<file path="src/flash_host_pkg.sv">
package flash_host_pkg;

   // register offsets on the wishbone side (byte addresses)
   localparam logic [7:0] ADR_CTRL   = 8'h00;
   localparam logic [7:0] ADR_STATUS = 8'h04;
   localparam logic [7:0] ADR_RAW    = 8'h08;
   localparam logic [7:0] ADR_BASE   = 8'h0C;
   localparam logic [7:0] ADR_PAGES  = 8'h10;
   localparam logic [7:0] ADR_VISI   = 8'h14;

   // field positions
   localparam int CTRL_GO_BIT   = 0;
   localparam int CTRL_OP_LSB   = 1;
   localparam int CTRL_MASTER_CLEAR_PIN_BIT = 8;
   localparam int STAT_BUSY_BIT = 0;
   localparam int STAT_DONE_BIT = 1;

   // values after reset
   localparam logic [7:0]  PAGES_RST = 8'h01;
   localparam logic [15:0] BASE_RST  = 16'h0000;

   // link control codes
   localparam logic [3:0] CODE_EXEC  = 4'h0; // execute_instruction_code
   localparam logic [3:0] CODE_SHOUT = 4'h1; // register_shift_out_code

   // link frame shape: 4 code bits then 24 payload or 8 idle + 16 read
   localparam int CODE_BITS  = 4;
   localparam int IDLE_CLKS  = 8;
   localparam int FRAME_BITS = 28;
   localparam logic [4:0] LAST_BIT   = 5'(FRAME_BITS - 1);
   localparam logic [4:0] READ_FIRST = 5'(CODE_BITS + IDLE_CLKS);
   localparam logic [4:0] CODE_END   = 5'(CODE_BITS);

   // nv control word and erase stepping
   localparam int          WR_BIT    = 15;
   localparam logic [15:0] PAGE_STEP = 16'h0400;

   // erase sequence step indices
   localparam logic [4:0] ST_ADDR   = 5'h06;
   localparam logic [4:0] ST_POLL   = 5'h12;
   localparam logic [4:0] ST_REGISTER_SHIFT_OUT_CODE = 5'h17;
   localparam logic [4:0] ST_PEND   = 5'h18;
   localparam logic [4:0] ST_END    = 5'h1A;

   // timing: system clock period and exit hold time
   localparam int CLK_PERIOD_NS = 100;
   localparam int P16_NS        = 1000;
   localparam int P16_CYC       = (P16_NS + CLK_PERIOD_NS - 1) / CLK_PERIOD_NS;
   localparam int LINK_HALF_CYC = 5;

   typedef enum logic [2:0] {
      OP_EXEC,
      OP_READ,
      OP_ERASE,
      OP_EXIT
   } op_type;

endpackage

</file>
<file path="src/link_shifter.sv">
`timescale 1ns/1ps
module link_shifter
   import flash_host_pkg::*;
#(
   parameter int HALF = LINK_HALF_CYC
) (
   input  wire logic        i_clk,     // system clock
   input  wire logic        i_rst_n,   // synced reset, active low
   input  wire logic        i_start,   // one-cycle frame request
   input  wire logic        i_is_rd,   // frame is a shift-out
   input  wire logic [23:0] i_payload, // instruction to execute
   output logic             o_busy,    // frame in progress
   output logic             o_done,    // one-cycle end of frame
   output logic [15:0]      o_rdata,   // word clocked in
   output logic             o_sclk,    // serial clock pin
   input  wire logic        i_sd,      // serial data pin in
   output logic             o_sd,      // serial data pin out
   output logic             o_sd_oe    // serial data drive enable
);

   typedef struct packed {
      logic        s1;
      logic        s2;
      logic        busy;
      logic        done;
      logic        rd;
      logic        clk;
      logic        dout;
      logic        oe;
      logic [15:0] cnt;
      logic [4:0]  bitn;
      logic [27:0] sh;
      logic [15:0] data;
   } sh_type;

   sh_type q, d;

   // bit engine: data changes with clock low, read sampled at fall
   always_comb begin
      d      = q;
      d.s1   = i_sd;
      d.s2   = q.s1;
      d.done = 1'b0;
      if (!q.busy) begin
         if (i_start) begin
            d.busy = 1'b1;
            d.rd   = i_is_rd;
            d.sh   = {i_payload, i_is_rd ? CODE_SHOUT : CODE_EXEC};
            d.dout = d.sh[0];
            d.oe   = 1'b1;
            d.bitn = '0;
            d.cnt  = '0;
            d.clk  = 1'b0;
         end
      end else if (q.cnt == 16'(HALF - 1)) begin
         d.cnt = '0;
         if (!q.clk) begin
            d.clk = 1'b1;
         end else begin
            d.clk = 1'b0;
            if (q.rd && q.bitn >= READ_FIRST) begin
               d.data = {q.s2, q.data[15:1]};
            end
            if (q.bitn == LAST_BIT) begin
               d.busy = 1'b0;
               d.done = 1'b1;
               d.dout = 1'b0;
               d.oe   = 1'b1;
            end else begin
               d.bitn = q.bitn + 5'd1;
               d.sh   = {1'b0, q.sh[27:1]};
               d.dout = q.sh[1];
               d.oe   = !q.rd || (d.bitn < CODE_END);
            end
         end
      end else begin
         d.cnt = q.cnt + 16'd1;
      end
   end

   // state register
   always_ff @(posedge i_clk or negedge i_rst_n) begin
      if (!i_rst_n) begin
         q    <= '0;
         q.oe <= 1'b1;
      end else begin
         q <= d;
      end
   end

   assign o_busy  = q.busy;
   assign o_done  = q.done;
   assign o_rdata = q.data;
   assign o_sclk  = q.clk;
   assign o_sd    = q.dout;
   assign o_sd_oe = q.oe;

endmodule

</file>
<file path="src/flash_host_ctrl.sv">
// Decided for this implementation: the Wishbone interface to the registers and the placing of the registers.
`timescale 1ns/1ps
module flash_host_ctrl
   import flash_host_pkg::*;
#(
   parameter int HALF = LINK_HALF_CYC
) (
   input  wire logic        I_CLK_SYS,   // system clock
   input  wire logic        I_RSTN,      // async reset, active low
   input  wire logic        I_WB_CYC,    // wishbone cycle
   input  wire logic        I_WB_STB,    // wishbone strobe
   input  wire logic        I_WB_WE,     // wishbone write
   input  wire logic [7:0]  I_WB_ADR,    // wishbone byte address
   input  wire logic [3:0]  I_WB_SEL,    // wishbone byte enables
   input  wire logic [31:0] I_WB_DAT,    // wishbone write data
   output logic [31:0]      O_WB_DAT,    // wishbone read data
   output logic             O_WB_ACK,    // wishbone acknowledge
   output logic             O_SCLK,      // prog_serial_clock pin
   input  wire logic        I_SDATA,     // prog_serial_data pin in
   output logic             O_SDATA,     // prog_serial_data pin out
   output logic             O_SDATA_OE,  // prog_serial_data drive enable
   output logic             O_MASTER_CLEAR_PIN       // master_clear_pin high level
);

   typedef enum logic [1:0] {
      S_IDLE,
      S_ISSUE,
      S_WAIT,
      S_EXIT
   } fsm_type;

   typedef struct packed {
      fsm_type     st;
      op_type      op;
      logic        master_clear_pin;
      logic        done;
      logic [23:0] raw;
      logic [15:0] base;
      logic [7:0]  pages;
      logic [15:0] visi;
      logic [4:0]  idx;
      logic [15:0] addr;
      logic [7:0]  left;
      logic [15:0] wcnt;
      logic        start;
      logic        ack;
      logic [31:0] rdat;
   } st_type;

   st_type q, d;

   logic        rst_meta;
   logic        rst_n;
   logic        sh_busy;
   logic        sh_done;
   logic [15:0] sh_rdata;
   logic        cur_rd;
   logic [23:0] cur_word;
   logic        wb_req;
   logic        wb_wr;

   // build a literal move into a working register
   function automatic logic [23:0] mov_lit(input logic [15:0] lit,
                                           input logic [3:0]  rn);
      mov_lit = {4'h2, lit, rn};
   endfunction

   // erase sequence table: returns shift-out flag and instruction
   function automatic logic [24:0] rom_word(input logic [4:0]  i,
                                            input logic [15:0] a);
      case (i)
         5'h00: rom_word = {1'b0, 24'h00_0000};
         5'h01: rom_word = {1'b0, 24'h04_0200};
         5'h02: rom_word = {1'b0, 24'h00_0000};
         5'h03: rom_word = {1'b0, 24'h00_0000};
         5'h04: rom_word = {1'b0, 24'h24_0030}; // page-erase code
         5'h05: rom_word = {1'b0, 24'h88_3B00};
         5'h06: rom_word = {1'b0, mov_lit(a, 4'h4)};
         5'h07: rom_word = {1'b0, 24'h88_3B14};
         5'h08: rom_word = {1'b0, 24'h20_0800}; // executive region
         5'h09: rom_word = {1'b0, 24'h88_3B20};
         5'h0A: rom_word = {1'b0, 24'h20_0550}; // key 0x55
         5'h0B: rom_word = {1'b0, 24'h88_3B30};
         5'h0C: rom_word = {1'b0, 24'h20_0AA0}; // key 0xAA
         5'h0D: rom_word = {1'b0, 24'h88_3B30};
         5'h0E: rom_word = {1'b0, 24'hA8_E761}; // set write-start
         5'h0F: rom_word = {1'b0, 24'h00_0000};
         5'h10: rom_word = {1'b0, 24'h00_0000};
         5'h11: rom_word = {1'b0, 24'h00_0000};
         5'h12: rom_word = {1'b0, 24'h04_0200}; // poll loop start
         5'h13: rom_word = {1'b0, 24'h00_0000};
         5'h14: rom_word = {1'b0, 24'h80_3B02};
         5'h15: rom_word = {1'b0, 24'h88_3C22};
         5'h16: rom_word = {1'b0, 24'h00_0000};
         5'h17: rom_word = {1'b1, 24'h00_0000}; // shift out control
         5'h18: rom_word = {1'b0, 24'h00_0000};
         5'h19: rom_word = {1'b0, 24'h20_0000}; // clear write enable
         5'h1A: rom_word = {1'b0, 24'h88_3B00};
         default: rom_word = {1'b0, 24'h00_0000};
      endcase
   endfunction

   // reset release through two flops
   always_ff @(posedge I_CLK_SYS or negedge I_RSTN) begin
      if (!I_RSTN) begin
         rst_meta <= 1'b0;
         rst_n    <= 1'b0;
      end else begin
         rst_meta <= 1'b1;
         rst_n    <= rst_meta;
      end
   end

   // frame contents for the serial engine
   always_comb begin
      cur_rd   = 1'b0;
      cur_word = q.raw;
      case (q.op)
         OP_EXEC: begin // config or packed executive words
            cur_rd   = 1'b0;
            cur_word = q.raw;
         end
         OP_READ: begin // readback word or checksum data
            cur_rd   = 1'b1;
            cur_word = '0;
         end
         OP_ERASE: begin // erase, run before any executive load
            {cur_rd, cur_word} = rom_word(q.idx, q.addr);
         end
         default: begin
            cur_rd   = 1'b0;
            cur_word = q.raw;
         end
      endcase
   end

   assign wb_req = I_WB_CYC && I_WB_STB && !q.ack;
   assign wb_wr  = wb_req && I_WB_WE;

   // bus slave, register file and sequencer
   always_comb begin
      d       = q;
      d.start = 1'b0;
      d.ack   = wb_req;
      // register read, unmapped reads zero
      if (wb_req && !I_WB_WE) begin
         case (I_WB_ADR)
            ADR_CTRL: begin
               d.rdat = '0;
               d.rdat[CTRL_OP_LSB +: 3] = q.op;
               d.rdat[CTRL_MASTER_CLEAR_PIN_BIT]    = q.master_clear_pin;
            end
            ADR_STATUS: begin
               d.rdat = '0;
               d.rdat[STAT_BUSY_BIT] = (q.st != S_IDLE);
               d.rdat[STAT_DONE_BIT] = q.done;
            end
            ADR_RAW:   d.rdat = {8'h00, q.raw};
            ADR_BASE:  d.rdat = {16'h0000, q.base};
            ADR_PAGES: d.rdat = {24'h00_0000, q.pages};
            ADR_VISI:  d.rdat = {16'h0000, q.visi};
            default:   d.rdat = '0;
         endcase
      end
      // register write, done flag clears by writing one
      if (wb_wr) begin
         case (I_WB_ADR)
            ADR_CTRL: begin
               if (I_WB_SEL[1] && I_WB_DAT[CTRL_MASTER_CLEAR_PIN_BIT]) begin
                  d.master_clear_pin = 1'b1; // lowering only via exit op
               end
               if (I_WB_SEL[0] && I_WB_DAT[CTRL_GO_BIT] && q.st == S_IDLE) begin
                  d.op    = op_type'(I_WB_DAT[CTRL_OP_LSB +: 3]);
                  d.st    = (d.op == OP_EXIT) ? S_EXIT : S_ISSUE;
                  d.idx   = '0;
                  d.addr  = q.base;
                  d.left  = q.pages;
                  d.wcnt  = '0;
               end
            end
            ADR_STATUS: begin
               if (I_WB_SEL[0] && I_WB_DAT[STAT_DONE_BIT]) begin
                  d.done = 1'b0;
               end
            end
            ADR_RAW: begin
               if (I_WB_SEL[0]) d.raw[7:0]   = I_WB_DAT[7:0];
               if (I_WB_SEL[1]) d.raw[15:8]  = I_WB_DAT[15:8];
               if (I_WB_SEL[2]) d.raw[23:16] = I_WB_DAT[23:16];
            end
            ADR_BASE: begin // first page erased, keep page one out
               if (I_WB_SEL[0]) d.base[7:0]  = I_WB_DAT[7:0];
               if (I_WB_SEL[1]) d.base[15:8] = I_WB_DAT[15:8];
            end
            ADR_PAGES: begin
               if (I_WB_SEL[0]) d.pages = I_WB_DAT[7:0];
            end
            default: begin
            end
         endcase
      end
      // sequencer
      case (q.st)
         S_IDLE: begin
         end
         S_ISSUE: begin
            if (!sh_busy) begin
               d.start = 1'b1;
               d.st    = S_WAIT;
            end
         end
         S_WAIT: begin
            if (sh_done) begin
               if (cur_rd) begin
                  d.visi = sh_rdata;
               end
               if (q.op != OP_ERASE) begin
                  d.st   = S_IDLE;
                  d.done = 1'b1;
               end else if (q.idx == ST_PEND) begin
                  d.st = S_ISSUE;
                  if (q.visi[WR_BIT]) begin
                     d.idx = ST_POLL; // still writing, poll again
                  end else if (q.left > 8'd1) begin
                     d.left = q.left - 8'd1;
                     d.addr = q.addr + PAGE_STEP; // next page
                     d.idx  = ST_ADDR;
                  end else begin
                     d.idx = q.idx + 5'd1;
                  end
               end else if (q.idx == ST_END) begin
                  d.st   = S_IDLE;
                  d.done = 1'b1;
               end else begin
                  d.idx = q.idx + 5'd1;
                  d.st  = S_ISSUE;
               end
            end
         end
         S_EXIT: begin
            // hold after last link activity, then drop master clear
            if (sh_busy) begin
               d.wcnt = '0;
            end else if (q.wcnt == 16'(P16_CYC - 1)) begin
               d.master_clear_pin = 1'b0;
               d.st   = S_IDLE;
               d.done = 1'b1;
            end else begin
               d.wcnt = q.wcnt + 16'd1;
            end
         end
         default: d.st = S_IDLE;
      endcase
   end

   // state register
   always_ff @(posedge I_CLK_SYS or negedge rst_n) begin
      if (!rst_n) begin
         q       <= '0;
         q.st    <= S_IDLE;
         q.op    <= OP_EXEC;
         q.pages <= PAGES_RST;
         q.base  <= BASE_RST;
      end else begin
         q <= d;
      end
   end

   // serial engine at the programming pins
   link_shifter #(
      .HALF (HALF)
   ) u_shift (
      .i_clk     (I_CLK_SYS),
      .i_rst_n   (rst_n),
      .i_start   (q.start),
      .i_is_rd   (cur_rd),
      .i_payload (cur_word),
      .o_busy    (sh_busy),
      .o_done    (sh_done),
      .o_rdata   (sh_rdata),
      .o_sclk    (O_SCLK),
      .i_sd      (I_SDATA),
      .o_sd      (O_SDATA),
      .o_sd_oe   (O_SDATA_OE)
   );

   assign O_WB_DAT = q.rdat;
   assign O_WB_ACK = q.ack;
   assign O_MASTER_CLEAR_PIN   = q.master_clear_pin;

endmodule

</file>
<file path="config.mk">
export PLATFORM = sky130hd
export DESIGN_NAME = flash_host_ctrl
export DESIGN_NICKNAME = d
export VERILOG_FILES = /design/src/flash_host_pkg.sv /design/src/link_shifter.sv /design/src/flash_host_ctrl.sv
export SDC_FILE = /design/constraint.sdc
export NUM_CORES = 1
export LEC_CHECK = 0
export BUFFER_PORTS_ARGS = -buffer_cell sky130_fd_sc_hd__buf_4
export CAP_MARGIN = 25
export CORE_MARGIN = 4
export CORE_UTILIZATION = 65
export CTS_BUF_LIST = sky130_fd_sc_hd__clkbuf_4 sky130_fd_sc_hd__clkbuf_8
export DETAILED_ROUTE_END_ITERATION = 6
export GPL_ROUTABILITY_DRIVEN = 0
export PLACE_DENSITY = 0.82
export SKIP_LAST_GASP = 1
export SLEW_MARGIN = 0
export SYNTH_ARGS = -nofsm -noshare
export SYNTH_HDL_FRONTEND = slang
export SYNTH_HIERARCHICAL = 1
export SYNTH_SLANG_ARGS = --single-unit
</file>
<file path="constraint.sdc">
create_clock -name I_CLK_SYS -period 12.7 [get_ports I_CLK_SYS]
set_input_delay 0.635 -clock I_CLK_SYS [delete_from_list [all_inputs] [get_ports I_CLK_SYS]]
set_output_delay 0.635 -clock I_CLK_SYS [all_outputs]
set_load 0.02 [all_outputs]
</file>
==> results of run 1 <==
## through the flow
stage	cells	utilization	area (um2)	power, W	setup slack (ps)
after floorplan	1109	-	11500	0.000726	6240
after global placement	1298	0.678	11700	0.000743	9770
after detailed placement	1298	0.678	11700	0.000744	9750
after CTS	1359	0.722	12500	0.00139	9730
after global routing	1359	0.722	12500	0.00143	9510
final	1359	0.722	12500	0.00138	9610
## power by group
part / internal [W] / switching, W
Clock: 0.000372 / 0.000277
Sequential: 0.000690 / 0.00000563
Combinational: 0.0000124 / 0.0000228
## metal layers
layer  part of all wire  routed length, um  up-vias
li1                   -                  -     4032
met1               0.44              11900     4376
met2               0.47              12600      326
met3              0.069               1850       49
met4              0.024                637        0
met5                  0                  0        -
## area by class of cell
| class | instances | area share |
|---|---|---|
| clock inverters | 8 | 0.00821 |
| repair buffers | 78 | 0.0471 |
| flip-flops and latches | 216 | 0.433 |
| clock buffers | 52 | 0.0523 |
| well taps | 225 | 0.0225 |
| inverters | 24 | 0.00721 |
| multi-input cells | 756 | 0.429 |
## cells in the final DEF, fill, tap and decap left out, drive strengths merged, types with 6 or more instances in the layout
| master | Yosys | final |
|---|---|---|
| a21o | 6 | 6 |
| a21oi | 42 | 42 |
| a22o | 37 | 37 |
| a22oi | 16 | 16 |
| a31oi | 22 | 22 |
| and2 | 16 | 16 |
| and3 | 14 | 14 |
| buf | 72 | 77 |
| clkbuf | 41 | 52 |
| conb | 2 | 9 |
| dfrtp | 214 | 214 |
| ha | 13 | 13 |
| inv | 24 | 26 |
| mux2 | 80 | 80 |
| mux2i | 17 | 17 |
| nand2 | 100 | 100 |
| nand2b | 32 | 32 |
| nand3 | 47 | 47 |
| nand3b | 9 | 9 |
| nand4 | 16 | 16 |
| nor2 | 46 | 46 |
| nor2b | 14 | 14 |
| nor3 | 19 | 19 |
| nor4 | 11 | 11 |
| o211ai | 7 | 7 |
| o21ai | 43 | 43 |
| o221a | 23 | 23 |
| o22ai | 14 | 14 |
| o2bb2ai | 9 | 9 |
| o31ai | 6 | 6 |
| xor2 | 9 | 9 |
## worst max-delay path: stages, from the launching register on
cell and delay [ps]:
sky130_fd_sc_hd__dfrtp_1 430, sky130_fd_sc_hd__inv_1 150, sky130_fd_sc_hd__ha_1 480, sky130_fd_sc_hd__nand4b_1 270
sky130_fd_sc_hd__a311oi_4 630, sky130_fd_sc_hd__nand2_1 460, sky130_fd_sc_hd__o32a_1 450, sky130_fd_sc_hd__o21a_1 100
## cell families after synthesis
family | Yosys count
fa+ha+maj | 13
flops | 216
compound gates | 268
buf+inv | 137
mux | 98
xor+xnor | 11
other cells | 2
simple gates | 357
## final timing paths
kind | slack, ps | start | to
min in group asynchronous | 420 | I_RSTN | rst_n$_DFF_PN0_
worst min register to register | 350 | rst_meta$_DFF_PN0_ | rst_n$_DFF_PN0_
worst max-delay path | 9610 | q[74]$_DFF_PN0_ | q[54]$_DFF_PN0_
worst max register to register | 9610 | q[74]$_DFF_PN0_ | q[54]$_DFF_PN0_
max in group asynchronous | 10800 | rst_n$_DFF_PN0_ | u_shift/q[62]$_DFFE_PN0P_
worst min-delay path | 210 | I_SDATA | u_shift/d[71]$_DFF_PN0_
## what timing repair did
| item | CTS | global route |
|---|---|---|
| endpoints found under the hold margin | 2 | 0 |
| gates resized for setup | 0 | 0 |
| hold buffers | 1 | 0 |
| endpoints found under the setup margin | 0 | 0 |
## state kept, by name (all words and copies together) (netlist names), 16 cells and up
signal and count:
u_shift/q 50, u_shift/o_rdata 16, O_WB_DAT 24, q 116
==> out/qor_table.md, run 1 <==
| Result | Value | Unit |
| --- | --- | --- |
| Run status | finished, final reports clean | - |
| Share of cells above drive strength 1 | 0.238 | - |
| Placeable core region | 17300 | um2 |
| Sink count of the clock tree | 216 | - |
| Transition time of the tightest slew-check pin | 1020 | ps |
| Class of the tightest hold or removal check | in2reg | - |
| Initial antenna violation count | 0 | - |
| Met3 GRT Util | 0.0468 | - |
| Post-Syn Instances | 1102 | - |
| Most frequent cell after synthesis | sky130_fd_sc_hd__dfrtp_1 | - |
| Wire length of the first global-routing pass | 43.9 | mm |
| Total power density per cell area | 111 | nW/um2 |
| Final setup skew | 25.7 | ps |
| Vias in the first global route | 8501 | - |
| Max-cap viol count | 0 | - |
| Share of the clock period used by the worst path | 0.243 | - |
| Max-slew violation total from the final report | 0 | - |
| Launching element type of the critical path | flop | - |
| Post-DR wirelength/cell | 19.9 | um |
| Number of buffers created by CTS | 36 | - |
| Total Die Area | 19900 | um2 |
| Number of vias per cell | 6.46 | - |
| Final net count | 1175 | - |
| Category of the worst setup path capture point | flop | - |
| Global-route track usage on met2 | 0.425 | - |
| Multiplexer area fraction after synthesis | 0.0983 | - |
| Sequential element share of the synthesized area | 0.470 | - |
| Logic depth of the worst register-to-register path | 7 | - |
| Post-route antenna net violation count | 0 | - |
| Clock tree from TritonCTS | done | - |
| Worst slew slack as a fraction of its limit | 0.316 | - |
| Number of warnings reported in the yosys synthesis log | 6 | - |
| Final Critical Period | 3090 | ps |
| DIE HEIGHT | 141 | um |
| Register clock-pin slew on the reported worst setup and hold paths | 60 | ps |
| Synth Area in Compound Gates | 0.172 | - |
| Biggest area consumer among synthesized cells | sky130_fd_sc_hd__dfrtp_1 | - |
| Mean post-synth cell area | 10.4 | um2 |
| Maximum achievable frequency | 323 | MHz |
| Count of unique library cells instantiated by Yosys | 85 | - |
| Post-synth EDFFs | 0 | - |
| Number of hold violations in the final report | 0 | - |
| Maximum number of pins on one net before global-route repair | 74 | - |
| Count of H-tree levels built during CTS | 2 | - |
| Input/output buffers | 69 | - |
| CP Max Fanout | 12 | - |
| Most numerous cell types in the synthesized netlist | 214 x sky130_fd_sc_hd__dfrtp_1, 99 x sky130_fd_sc_hd__nand2_1, 70 x sky130_fd_sc_hd__mux2_2 | - |
| DR DRC count | 0 | - |
| Setup total negative slack | 0 | ps |
| Adder-Cell Fraction of Synth Area | 0.0141 | - |
| Critical Path AT | 3500 | ps |
| LEAKAGE | 5.67 | nW |
| Type of the worst setup path | reg2reg | - |
| Storage element area | 5410 | um2 |
| X dimension of the die | 141 | um |
| Ys async rst share | 1.00 | - |
| Violation count after the first detailed-routing iteration | 745 | - |
| Worst hold path depth | 1 | - |
| ANT cells | 0 | - |
| Netlist area before placement | 11500 | um2 |
| Met1 Resource Use GR | 0.389 | - |
| Detailed placement HPWL | 18.5 | mm |
| Post-synthesis simple-gate area fraction | 0.170 | - |
| Post-CTS setup-driven buffer insertion count | 0 | - |
| DRT Wirelength | 27.0 | mm |
| Synth-to-layout area growth | 8.57 | % |
| Required time of the critical path | 13110 | ps |
| Worst-case hold slack | 206 | ps |
| Most frequently used flop master after synthesis | sky130_fd_sc_hd__dfrtp_1 | - |
| RSZ-0062 raised after global routing | false | - |
| Highest-utilization routing layer at the global route stage | met2 | - |
| Final-layout fill cell count | 1249 | - |
| Largest family of logic cells by synthesized area | compound AO/OA/AOI/OAI gates | - |
| IO Count | 87 | - |
| CTS root buffer | sky130_fd_sc_hd__clkbuf_8 | - |
| Num rows | 48 | - |
| Post-synthesis register bit count | 216 | - |
| Total congestion overflow after global routing | 0 | - |
| Effective utilization at floorplan | 0.665 | - |
| Final number of setup-violating endpoints | 0 | - |
| Top area cells in the synthesized netlist | sky130_fd_sc_hd__dfrtp_1 47%, sky130_fd_sc_hd__mux2_2 6.9%, sky130_fd_sc_hd__nand2_1 3.2%, sky130_fd_sc_hd__buf_4 3.2%, sky130_fd_sc_hd__a22o_1 2.8% | - |
| Synth Area in XOR/XNOR | 0.00837 | - |
| Buffer levels on the longest clock path | 3 | - |
| Area of combinational cells with multiple inputs | 5360 | um2 |
| Count of vias placed by the detailed router | 8783 | - |
| Fraction of post-synthesis cell area in the top cell type by area | 0.465 | - |
| GRT Overall Usage | 0.271 | - |
| Clk Latency, worst-skew pair | 540 | ps |
| Initial DRT Pass Iterations | 7 | - |
| Maximum vdd ir drop | 0.105 | mV |
(Power assumes the default switching activity.)
==> run 2, diff against run 1 <==
--- a/config.mk
+++ b/config.mk
@@ -8,11 +8,11 @@
 export BUFFER_PORTS_ARGS = -buffer_cell sky130_fd_sc_hd__buf_4
 export CAP_MARGIN = 25
 export CORE_MARGIN = 4
-export CORE_UTILIZATION = 65
+export CORE_UTILIZATION = 63
 export CTS_BUF_LIST = sky130_fd_sc_hd__clkbuf_4 sky130_fd_sc_hd__clkbuf_8
 export DETAILED_ROUTE_END_ITERATION = 6
 export GPL_ROUTABILITY_DRIVEN = 0
-export PLACE_DENSITY = 0.82
+export PLACE_DENSITY = 0.8
 export SKIP_LAST_GASP = 1
 export SLEW_MARGIN = 0
 export SYNTH_ARGS = -nofsm -noshare
==> constraint.sdc (replaced) <==
create_clock -name I_CLK_SYS -period 3.2 [get_ports I_CLK_SYS]
set_input_delay 0.16 -clock I_CLK_SYS [delete_from_list [all_inputs] [get_ports I_CLK_SYS]]
set_output_delay 0.16 -clock I_CLK_SYS [all_outputs]
set_load 0.02 [all_outputs]
==> out/qor_table.md, run 2 (synthesis results as in run 1) <==
| Result | Value | Unit |
| --- | --- | --- |
| Commonest non-fill, non-tap cell in the layout | sky130_fd_sc_hd__dfrtp_1 | - |
| Placeable core region | 18000 | um2 |
| Input/output buffers | 69 | - |
| Category of the worst setup path capture point | flop | - |
| Post-route standard cell area excluding fillers | 12900 | um2 |
| Worst-path cell with the longest stage delay | sky130_fd_sc_hd__o21a_1 | - |
| Effective utilization at floorplan | 0.640 | - |
| Final Critical Period | 2920 | ps |
| Num rows | 49 | - |
| Count of H-tree levels built during CTS | 2 | - |
| Run status | finished, final reports clean | - |
| Initial DRT Pass Iterations | 5 | - |
| Maximum achievable frequency | 343 | MHz |
| Number of hold violations in the final report | 0 | - |
| Clk Latency, worst-skew pair | 540 | ps |
| Setup total negative slack | 0 | ps |
| # resized after CTS | 0 | - |
| Clock tree from TritonCTS | done | - |
| Final Worst Setup Slack | 285 | ps |
| Type of the worst setup path | reg2reg | - |
| Buffer levels on the longest clock path | 3 | - |
| Synth-to-layout area growth | 12.0 | % |
| Number of buffers created by CTS | 37 | - |
| CP Max Fanout | 13 | - |
| Critical Path AT | 3380 | ps |
| Wire length of the first global-routing pass | 46.0 | mm |
| Worst slack, placed | 414 | ps |
| Post-route total power | 0.00544 | W |
| Detailed placement HPWL | 19.0 | mm |
| Portion of total power attributed to combinational logic | 0.033 | - |
| Internal | 0.00419 | W |
| Max-slew violation total from the final report | 0 | - |
| Utilization after layout | 0.717 | - |
| DR DRC count | 0 | - |
| CTS root buffer | sky130_fd_sc_hd__clkbuf_8 | - |
| Register with the most flip-flops | q | - |
| Total power density per cell area | 422 | nW/um2 |
| Sink count of the clock tree | 216 | - |
| Post-route antenna net violation count | 0 | - |
| Storage element area | 5410 | um2 |
| Area of combinational cells with multiple inputs | 5360 | um2 |
| Initial antenna violation count | 0 | - |
| Relative contribution of the clock network to total power | 0.460 | - |
| Maximum number of pins on one net before global-route repair | 74 | - |
| Number of vias per cell | 6.45 | - |
| Power share of the sequential group | 0.507 | - |
| Class of the tightest hold or removal check | in2reg | - |
| Required time of the critical path | 3660 | ps |
| LEAKAGE | 5.85 | nW |
| Final-layout fill cell count | 1262 | - |
| Maximum vdd ir drop | 0.398 | mV |
| Register clock-pin slew on the reported worst setup and hold paths | 60 | ps |
| Final net count | 1216 | - |
| Final setup skew | 31.4 | ps |
| Switch share | 0.229 | - |
| Post-DR wirelength/cell | 20.1 | um |
| Worst slew slack as a fraction of its limit | 0.328 | - |
| ANT cells | 0 | - |
| Vias in the first global route | 8820 | - |
| RSZ-0062 raised after global routing | false | - |
| GRT Overall Usage | 0.279 | - |
| Number of flip-flops under the largest register name | 116 | - |
| Share of the clock period used by the worst path | 0.911 | - |
| Violation count after the first detailed-routing iteration | 1002 | - |
| Transition time of the tightest slew-check pin | 999 | ps |
| Total Die Area | 20500 | um2 |
| Count of vias placed by the detailed router | 9087 | - |
| Worst path cell trace | inv_1 > ha_1 > and3b_1 > a211o_1 > o21ai_0 > o21a_1 > a32o_1 > nand2b_1 > o221a_2 | - |
| Area of placed instances | 11800 | um2 |
| DIE HEIGHT | 143 | um |
| Final number of setup-violating endpoints | 0 | - |
| Launching element type of the critical path | flop | - |
| Share of cells above drive strength 1 | 0.243 | - |
| Total congestion overflow after global routing | 0 | - |
| Most used cells in the layout excluding fill and tap cells | 213 x sky130_fd_sc_hd__dfrtp_1, 99 x sky130_fd_sc_hd__nand2_1, 86 x sky130_fd_sc_hd__buf_4 | - |
| Max-cap viol count | 0 | - |
| Net Sw Power | 0.00125 | W |
| DRT Wirelength | 28.3 | mm |
| X dimension of the die | 143 | um |
| Post-CTS setup-driven buffer insertion count | 0 | - |
| IO Count | 87 | - |
| Delay of the slowest critical-path stage | 540 | ps |
==> run 2: cell types whose count changed in the layout (fill, tap and decap cells not counted), sizes merged <==
cell         previous run  this run
clkbuf                 52        55
bufinv                  2         0
dlygate4sd3             1        30
clkinvlp                1         2
buf                    77        88
clkinv                  3         7
==> run 2: worst max-delay path: cells and delay by family, from the launching register on <==
| kind | cells | cell delay, ps |
|---|---|---|
| compound gates | 5 | 1630 |
| flops | 1 | 410 |
| simple gates | 2 | 350 |
| fa+ha+maj | 1 | 330 |
| buf+inv | 1 | 140 |
==> run 2: timing repair <==
item,CTS,global route
hold endpoints to repair,59,0
endpoints found under the setup margin,0,0
hold buffers,30,0
==> run 2: routing by layer <==
layer	vias to the layer above	track usage	wire, um
met4	2	0.0910	812
li1	4124	-	-
met1	4493	0.390	12100
met3	74	0.0603	1870
met5	-	0.0263	73
met2	394	0.436	13400
==> run 2: power groups by stage <==
stage / combinational, W / sequential (W) / clock (W)
after global placement: 0.000148 / 0.00281 / 0
after global routing: 0.000198 / 0.00276 / 0.00269
after CTS: 0.000179 / 0.00276 / 0.00255
after floorplan: 0.0000510 / 0.00283 / 0
final: 0.000180 / 0.00276 / 0.00251
after detailed placement: 0.000150 / 0.00281 / 0
==> run 2: layout make-up <==
cell class	count	share of cell area
clock inverters	11	0.00524
clock buffers	55	0.0529
repair buffers	118	0.0765
well taps	229	0.0222
multi-input cells	756	0.416
flip-flops and latches	216	0.420
inverters	24	0.00699
==> run 2: worst paths after layout <==
kind                            startpoint  slack [ps]                        end  cells after the start
setup / recovery           q[75]$_DFF_PN0_         280  u_shift/q[37]$_DFFE_PN0P_                      9
min in group asynchronous  rst_n$_DFF_PN0_         330         q[101]$_DFFE_PN0P_                      0
hold reg to reg            rst_n$_DFF_PN0_         330         q[101]$_DFFE_PN0P_                      0
max in group asynchronous  rst_n$_DFF_PN0_        1980  u_shift/q[42]$_DFFE_PN0P_                      1
hold / removal                    I_WB_STB          30         O_WB_ACK$_DFF_PN0_                      2
setup reg to reg           q[75]$_DFF_PN0_         280  u_shift/q[37]$_DFFE_PN0P_                      9
==> run 2: through the flow <==
step / hold slack [ps] / cells
after global placement: -56.4 / 1313
final: 25.1 / 1409
after floorplan: -136 / 1109
after CTS: 10.5 / 1409
after global routing: 20.8 / 1409
after detailed placement: -55.7 / 1313
==> run 3, diff against run 2 <==
--- a/config.mk
+++ b/config.mk
@@ -5,14 +5,14 @@
 export SDC_FILE = /design/constraint.sdc
 export NUM_CORES = 1
 export LEC_CHECK = 0
+export ABC_AREA = 1
 export BUFFER_PORTS_ARGS = -buffer_cell sky130_fd_sc_hd__buf_4
 export CAP_MARGIN = 25
 export CORE_MARGIN = 4
-export CORE_UTILIZATION = 63
+export CORE_UTILIZATION = 45
 export CTS_BUF_LIST = sky130_fd_sc_hd__clkbuf_4 sky130_fd_sc_hd__clkbuf_8
 export DETAILED_ROUTE_END_ITERATION = 6
 export GPL_ROUTABILITY_DRIVEN = 0
-export PLACE_DENSITY = 0.8
 export SKIP_LAST_GASP = 1
 export SLEW_MARGIN = 0
 export SYNTH_ARGS = -nofsm -noshare
==> out/qor_table.md, run 3 <==
| Result | Value | Unit |
| --- | --- | --- |
| DIE HEIGHT | 172 | um |
| Final setup skew | 28.8 | ps |
| Sequential element share of the synthesized area | 0.445 | - |
| Worst path cell trace | inv_1 > nand4_2 > nor2_4 > nand3_2 > nor2_1 > nand4_1 > dlygate4sd3_1 > nand2_1 | - |
| Delay of the slowest critical-path stage | 570 | ps |
| Register with the most flip-flops | q | - |
| Switch share | 0.229 | - |
| Ys async rst share | 1.00 | - |
| CP bufs+invs | 2 | - |
| Most frequently used flop master after synthesis | sky130_fd_sc_hd__dfrtp_1 | - |
| Violation count after the first detailed-routing iteration | 883 | - |
| Detailed placement HPWL | 22.3 | mm |
| Run status | finished, final reports clean | - |
| Synth-to-layout area growth | 13.2 | % |
| Max-cap viol count | 0 | - |
| Register clock-pin slew on the reported worst setup and hold paths | 60 | ps |
| DR DRC count | 0 | - |
| Worst slew slack as a fraction of its limit | 0.502 | - |
| Category of the worst setup path capture point | flop | - |
| Post-synthesis register bit count | 216 | - |
| Input/output buffers | 69 | - |
| Top area cells in the synthesized netlist | sky130_fd_sc_hd__dfrtp_1 44%, sky130_fd_sc_hd__nand2_1 16%, sky130_fd_sc_hd__nand3_1 6.1%, sky130_fd_sc_hd__inv_1 5.0%, sky130_fd_sc_hd__o21ai_0 4.5% | - |
| Highest-utilization routing layer at the global route stage | met2 | - |
| Post-route antenna net violation count | 0 | - |
| Worst-case hold slack | 65.6 | ps |
| Maximum number of pins on one net before global-route repair | 58 | - |
| Most frequent cell after synthesis | sky130_fd_sc_hd__nand2_1 | - |
| Clock tree from TritonCTS | done | - |
| Post-CTS setup-driven buffer insertion count | 0 | - |
| Effective utilization at floorplan | 0.462 | - |
| Met3 GRT Util | 0.0299 | - |
| Launching element type of the critical path | flop | - |
| Internal | 0.00442 | W |
| Vias in the first global route | 9895 | - |
| Netlist area before placement | 12100 | um2 |
| Share of cells above drive strength 1 | 0.123 | - |
| Biggest area consumer among synthesized cells | sky130_fd_sc_hd__dfrtp_1 | - |
| DRT Wirelength | 31.4 | mm |
| Required time of the critical path | 3670 | ps |
| Transition time of the tightest slew-check pin | 745 | ps |
| Critical Path AT | 3030 | ps |
| Type of the worst setup path | reg2reg | - |
| Sink count of the clock tree | 216 | - |
| Initial antenna violation count | 0 | - |
| Relative contribution of the clock network to total power | 0.486 | - |
| CP Max Fanout | 26 | - |
| Number of vias per cell | 5.10 | - |
| Global-route track usage on met2 | 0.330 | - |
| Count of unique library cells instantiated by Yosys | 50 | - |
| Worst slack, placed | 944 | ps |
| Number of hold violations in the final report | 0 | - |
| Count of H-tree levels built during CTS | 2 | - |
| Commonest non-fill, non-tap cell in the layout | sky130_fd_sc_hd__nand2_1 | - |
| Post-Syn Instances | 1629 | - |
| LEAKAGE | 6.97 | nW |
| Most used cells in the layout excluding fill and tap cells | 533 x sky130_fd_sc_hd__nand2_1, 213 x sky130_fd_sc_hd__dfrtp_1, 162 x sky130_fd_sc_hd__inv_1 | - |
| IO Count | 87 | - |
| Number of flip-flops under the largest register name | 116 | - |
| Number of buffers created by CTS | 39 | - |
| Maximum achievable frequency | 390 | MHz |
| Power share of the sequential group | 0.481 | - |
| Count of vias placed by the detailed router | 10475 | - |
| Post-DR wirelength/cell | 15.3 | um |
| Initial DRT Pass Iterations | 5 | - |
| Net Sw Power | 0.00131 | W |
| CTS root buffer | sky130_fd_sc_hd__clkbuf_8 | - |
| Number of warnings reported in the yosys synthesis log | 6 | - |
| Share of the clock period used by the worst path | 0.801 | - |
| Final Worst Setup Slack | 635 | ps |
| Total congestion overflow after global routing | 0 | - |
| Placeable core region | 26300 | um2 |
| Setup total negative slack | 0 | ps |
| X dimension of the die | 172 | um |
| Total power density per cell area | 417 | nW/um2 |
| Critical path's top delay family | simple AND/OR/NAND/NOR gates | - |
| GRT Overall Usage | 0.211 | - |
| Portion of total power attributed to combinational logic | 0.033 | - |
| Max-slew violation total from the final report | 0 | - |
| Most numerous cell types in the synthesized netlist | 533 x sky130_fd_sc_hd__nand2_1, 214 x sky130_fd_sc_hd__dfrtp_1, 162 x sky130_fd_sc_hd__inv_1 | - |
| Post-synth EDFFs | 0 | - |
| Fraction of post-synthesis cell area in the top cell type by area | 0.441 | - |
| Wire length of the first global-routing pass | 50.9 | mm |
| Final net count | 1751 | - |
| RSZ-0062 raised after global routing | false | - |
| Mean post-synth cell area | 7.45 | um2 |
| Class of the tightest hold or removal check | in2reg | - |
| Buffer levels on the longest clock path | 3 | - |
| Utilization after layout | 0.523 | - |
| ANT cells | 0 | - |
| Total Die Area | 29700 | um2 |
| Maximum vdd ir drop | 0.293 | mV |
| Final number of setup-violating endpoints | 0 | - |
| Final Critical Period | 2560 | ps |
| Final-layout fill cell count | 2575 | - |
| Num rows | 59 | - |
| Clk Latency, worst-skew pair | 550 | ps |
| Worst-path cell with the longest stage delay | sky130_fd_sc_hd__dlygate4sd3_1 | - |
| Post-route total power | 0.00574 | W |
| Met1 Resource Use GR | 0.306 | - |
==> run 3: cell types whose count changed in the layout (fill, tap and decap cells not counted), sizes merged, moves of 19 or more <==
| cell | change |
|---|---|
| nand2 | +441 |
| inv | +149 |
| nor2 | +71 |
| nand4 | +24 |
| nand3 | +109 |
| nand2b | -32 |
| mux2 | -80 |
| o221a | -23 |
| a31oi | -19 |
| o21ai | +106 |
| a22o | -36 |
==> run 3: metal layers <==
metal / share of wire / up-vias
li1: - / 5287
met2: 0.45 / 266
met3: 0.045 / 59
met5: 0 / -
met4: 0.024 / 0
met1: 0.48 / 4863
==> run 3: cell type report <==
class | instances | area [um2] | share of cell area
Clock buffer | 60 | 757 | 0.0551
Inverter | 176 | 663 | 0.0483
Clock inverter | 11 | 93.8 | 0.00683
Sequential cell | 216 | 5410 | 0.394
Timing Repair Buffer | 119 | 1010 | 0.0732
Multi-Input combinational cell | 1136 | 5390 | 0.392
Tap cell | 335 | 419 | 0.0305
==> run 3: cells by family after synthesis <==
logic type / Yosys count / share of synthesized area
buf+inv: 284 / 0.113
other cells: 2 / 0.000619
xor+xnor: 24 / 0.0173
compound gates: 202 / 0.0908
simple gates: 888 / 0.320
fa+ha+maj: 13 / 0.0134
flops: 216 / 0.445
==> run 3: stage by stage <==
stage | area [um2] | instances
3_5_place_dp | 12600 | 1952
3_3_place_gp | 12600 | 1952
5_1_grt | 13700 | 2053
4_1_cts | 13700 | 2053
2_1_floorplan | 12200 | 1636
6_report | 13700 | 2053
==> run 3: power groups by stage <==
stage | combinational [W] | clock, W | sequential (W)
floorplan | 0.0000570 | 0 | 0.00283
global placement | 0.000163 | 0 | 0.00281
detailed placement | 0.000164 | 0 | 0.00281
CTS | 0.000192 | 0.00287 | 0.00276
global route | 0.000211 | 0.00300 | 0.00276
finish | 0.000189 | 0.00279 | 0.00276
==> run 3: what timing repair did <==
item / in CTS / in global routing
hold buffers: 30 / 0
endpoints found under the setup margin: 0 / 0
resized for setup: 0 / 0
endpoints found under the hold margin: 49 / 0
==> run 3: path summary, 6_finish.rpt <==
kind | from | end | slack [ps] | cells after the start
max reg2reg | O_WB_ACK$_DFF_PN0_ | q[149]$_DFF_PN0_ | 640 | 8
min in group asynchronous | rst_n$_DFF_PN0_ | q[123]$_DFFE_PN0P_ | 350 | 0
min reg2reg | rst_n$_DFF_PN0_ | q[123]$_DFFE_PN0P_ | 350 | 0
max in group asynchronous | rst_n$_DFF_PN0_ | u_shift/o_sd_oe$_DFFE_PN1P_ | 2090 | 1
max | O_WB_ACK$_DFF_PN0_ | q[149]$_DFF_PN0_ | 640 | 8
min | I_WB_SEL[2] | q[141]$_DFFE_PN0P_ | 70 | 3
==> run 3: tightest hold or removal path, cell delays in order <==
cell and delay (ps):
sky130_fd_sc_hd__buf_4 120, sky130_fd_sc_hd__nand4_4 190, sky130_fd_sc_hd__a21oi_1 90
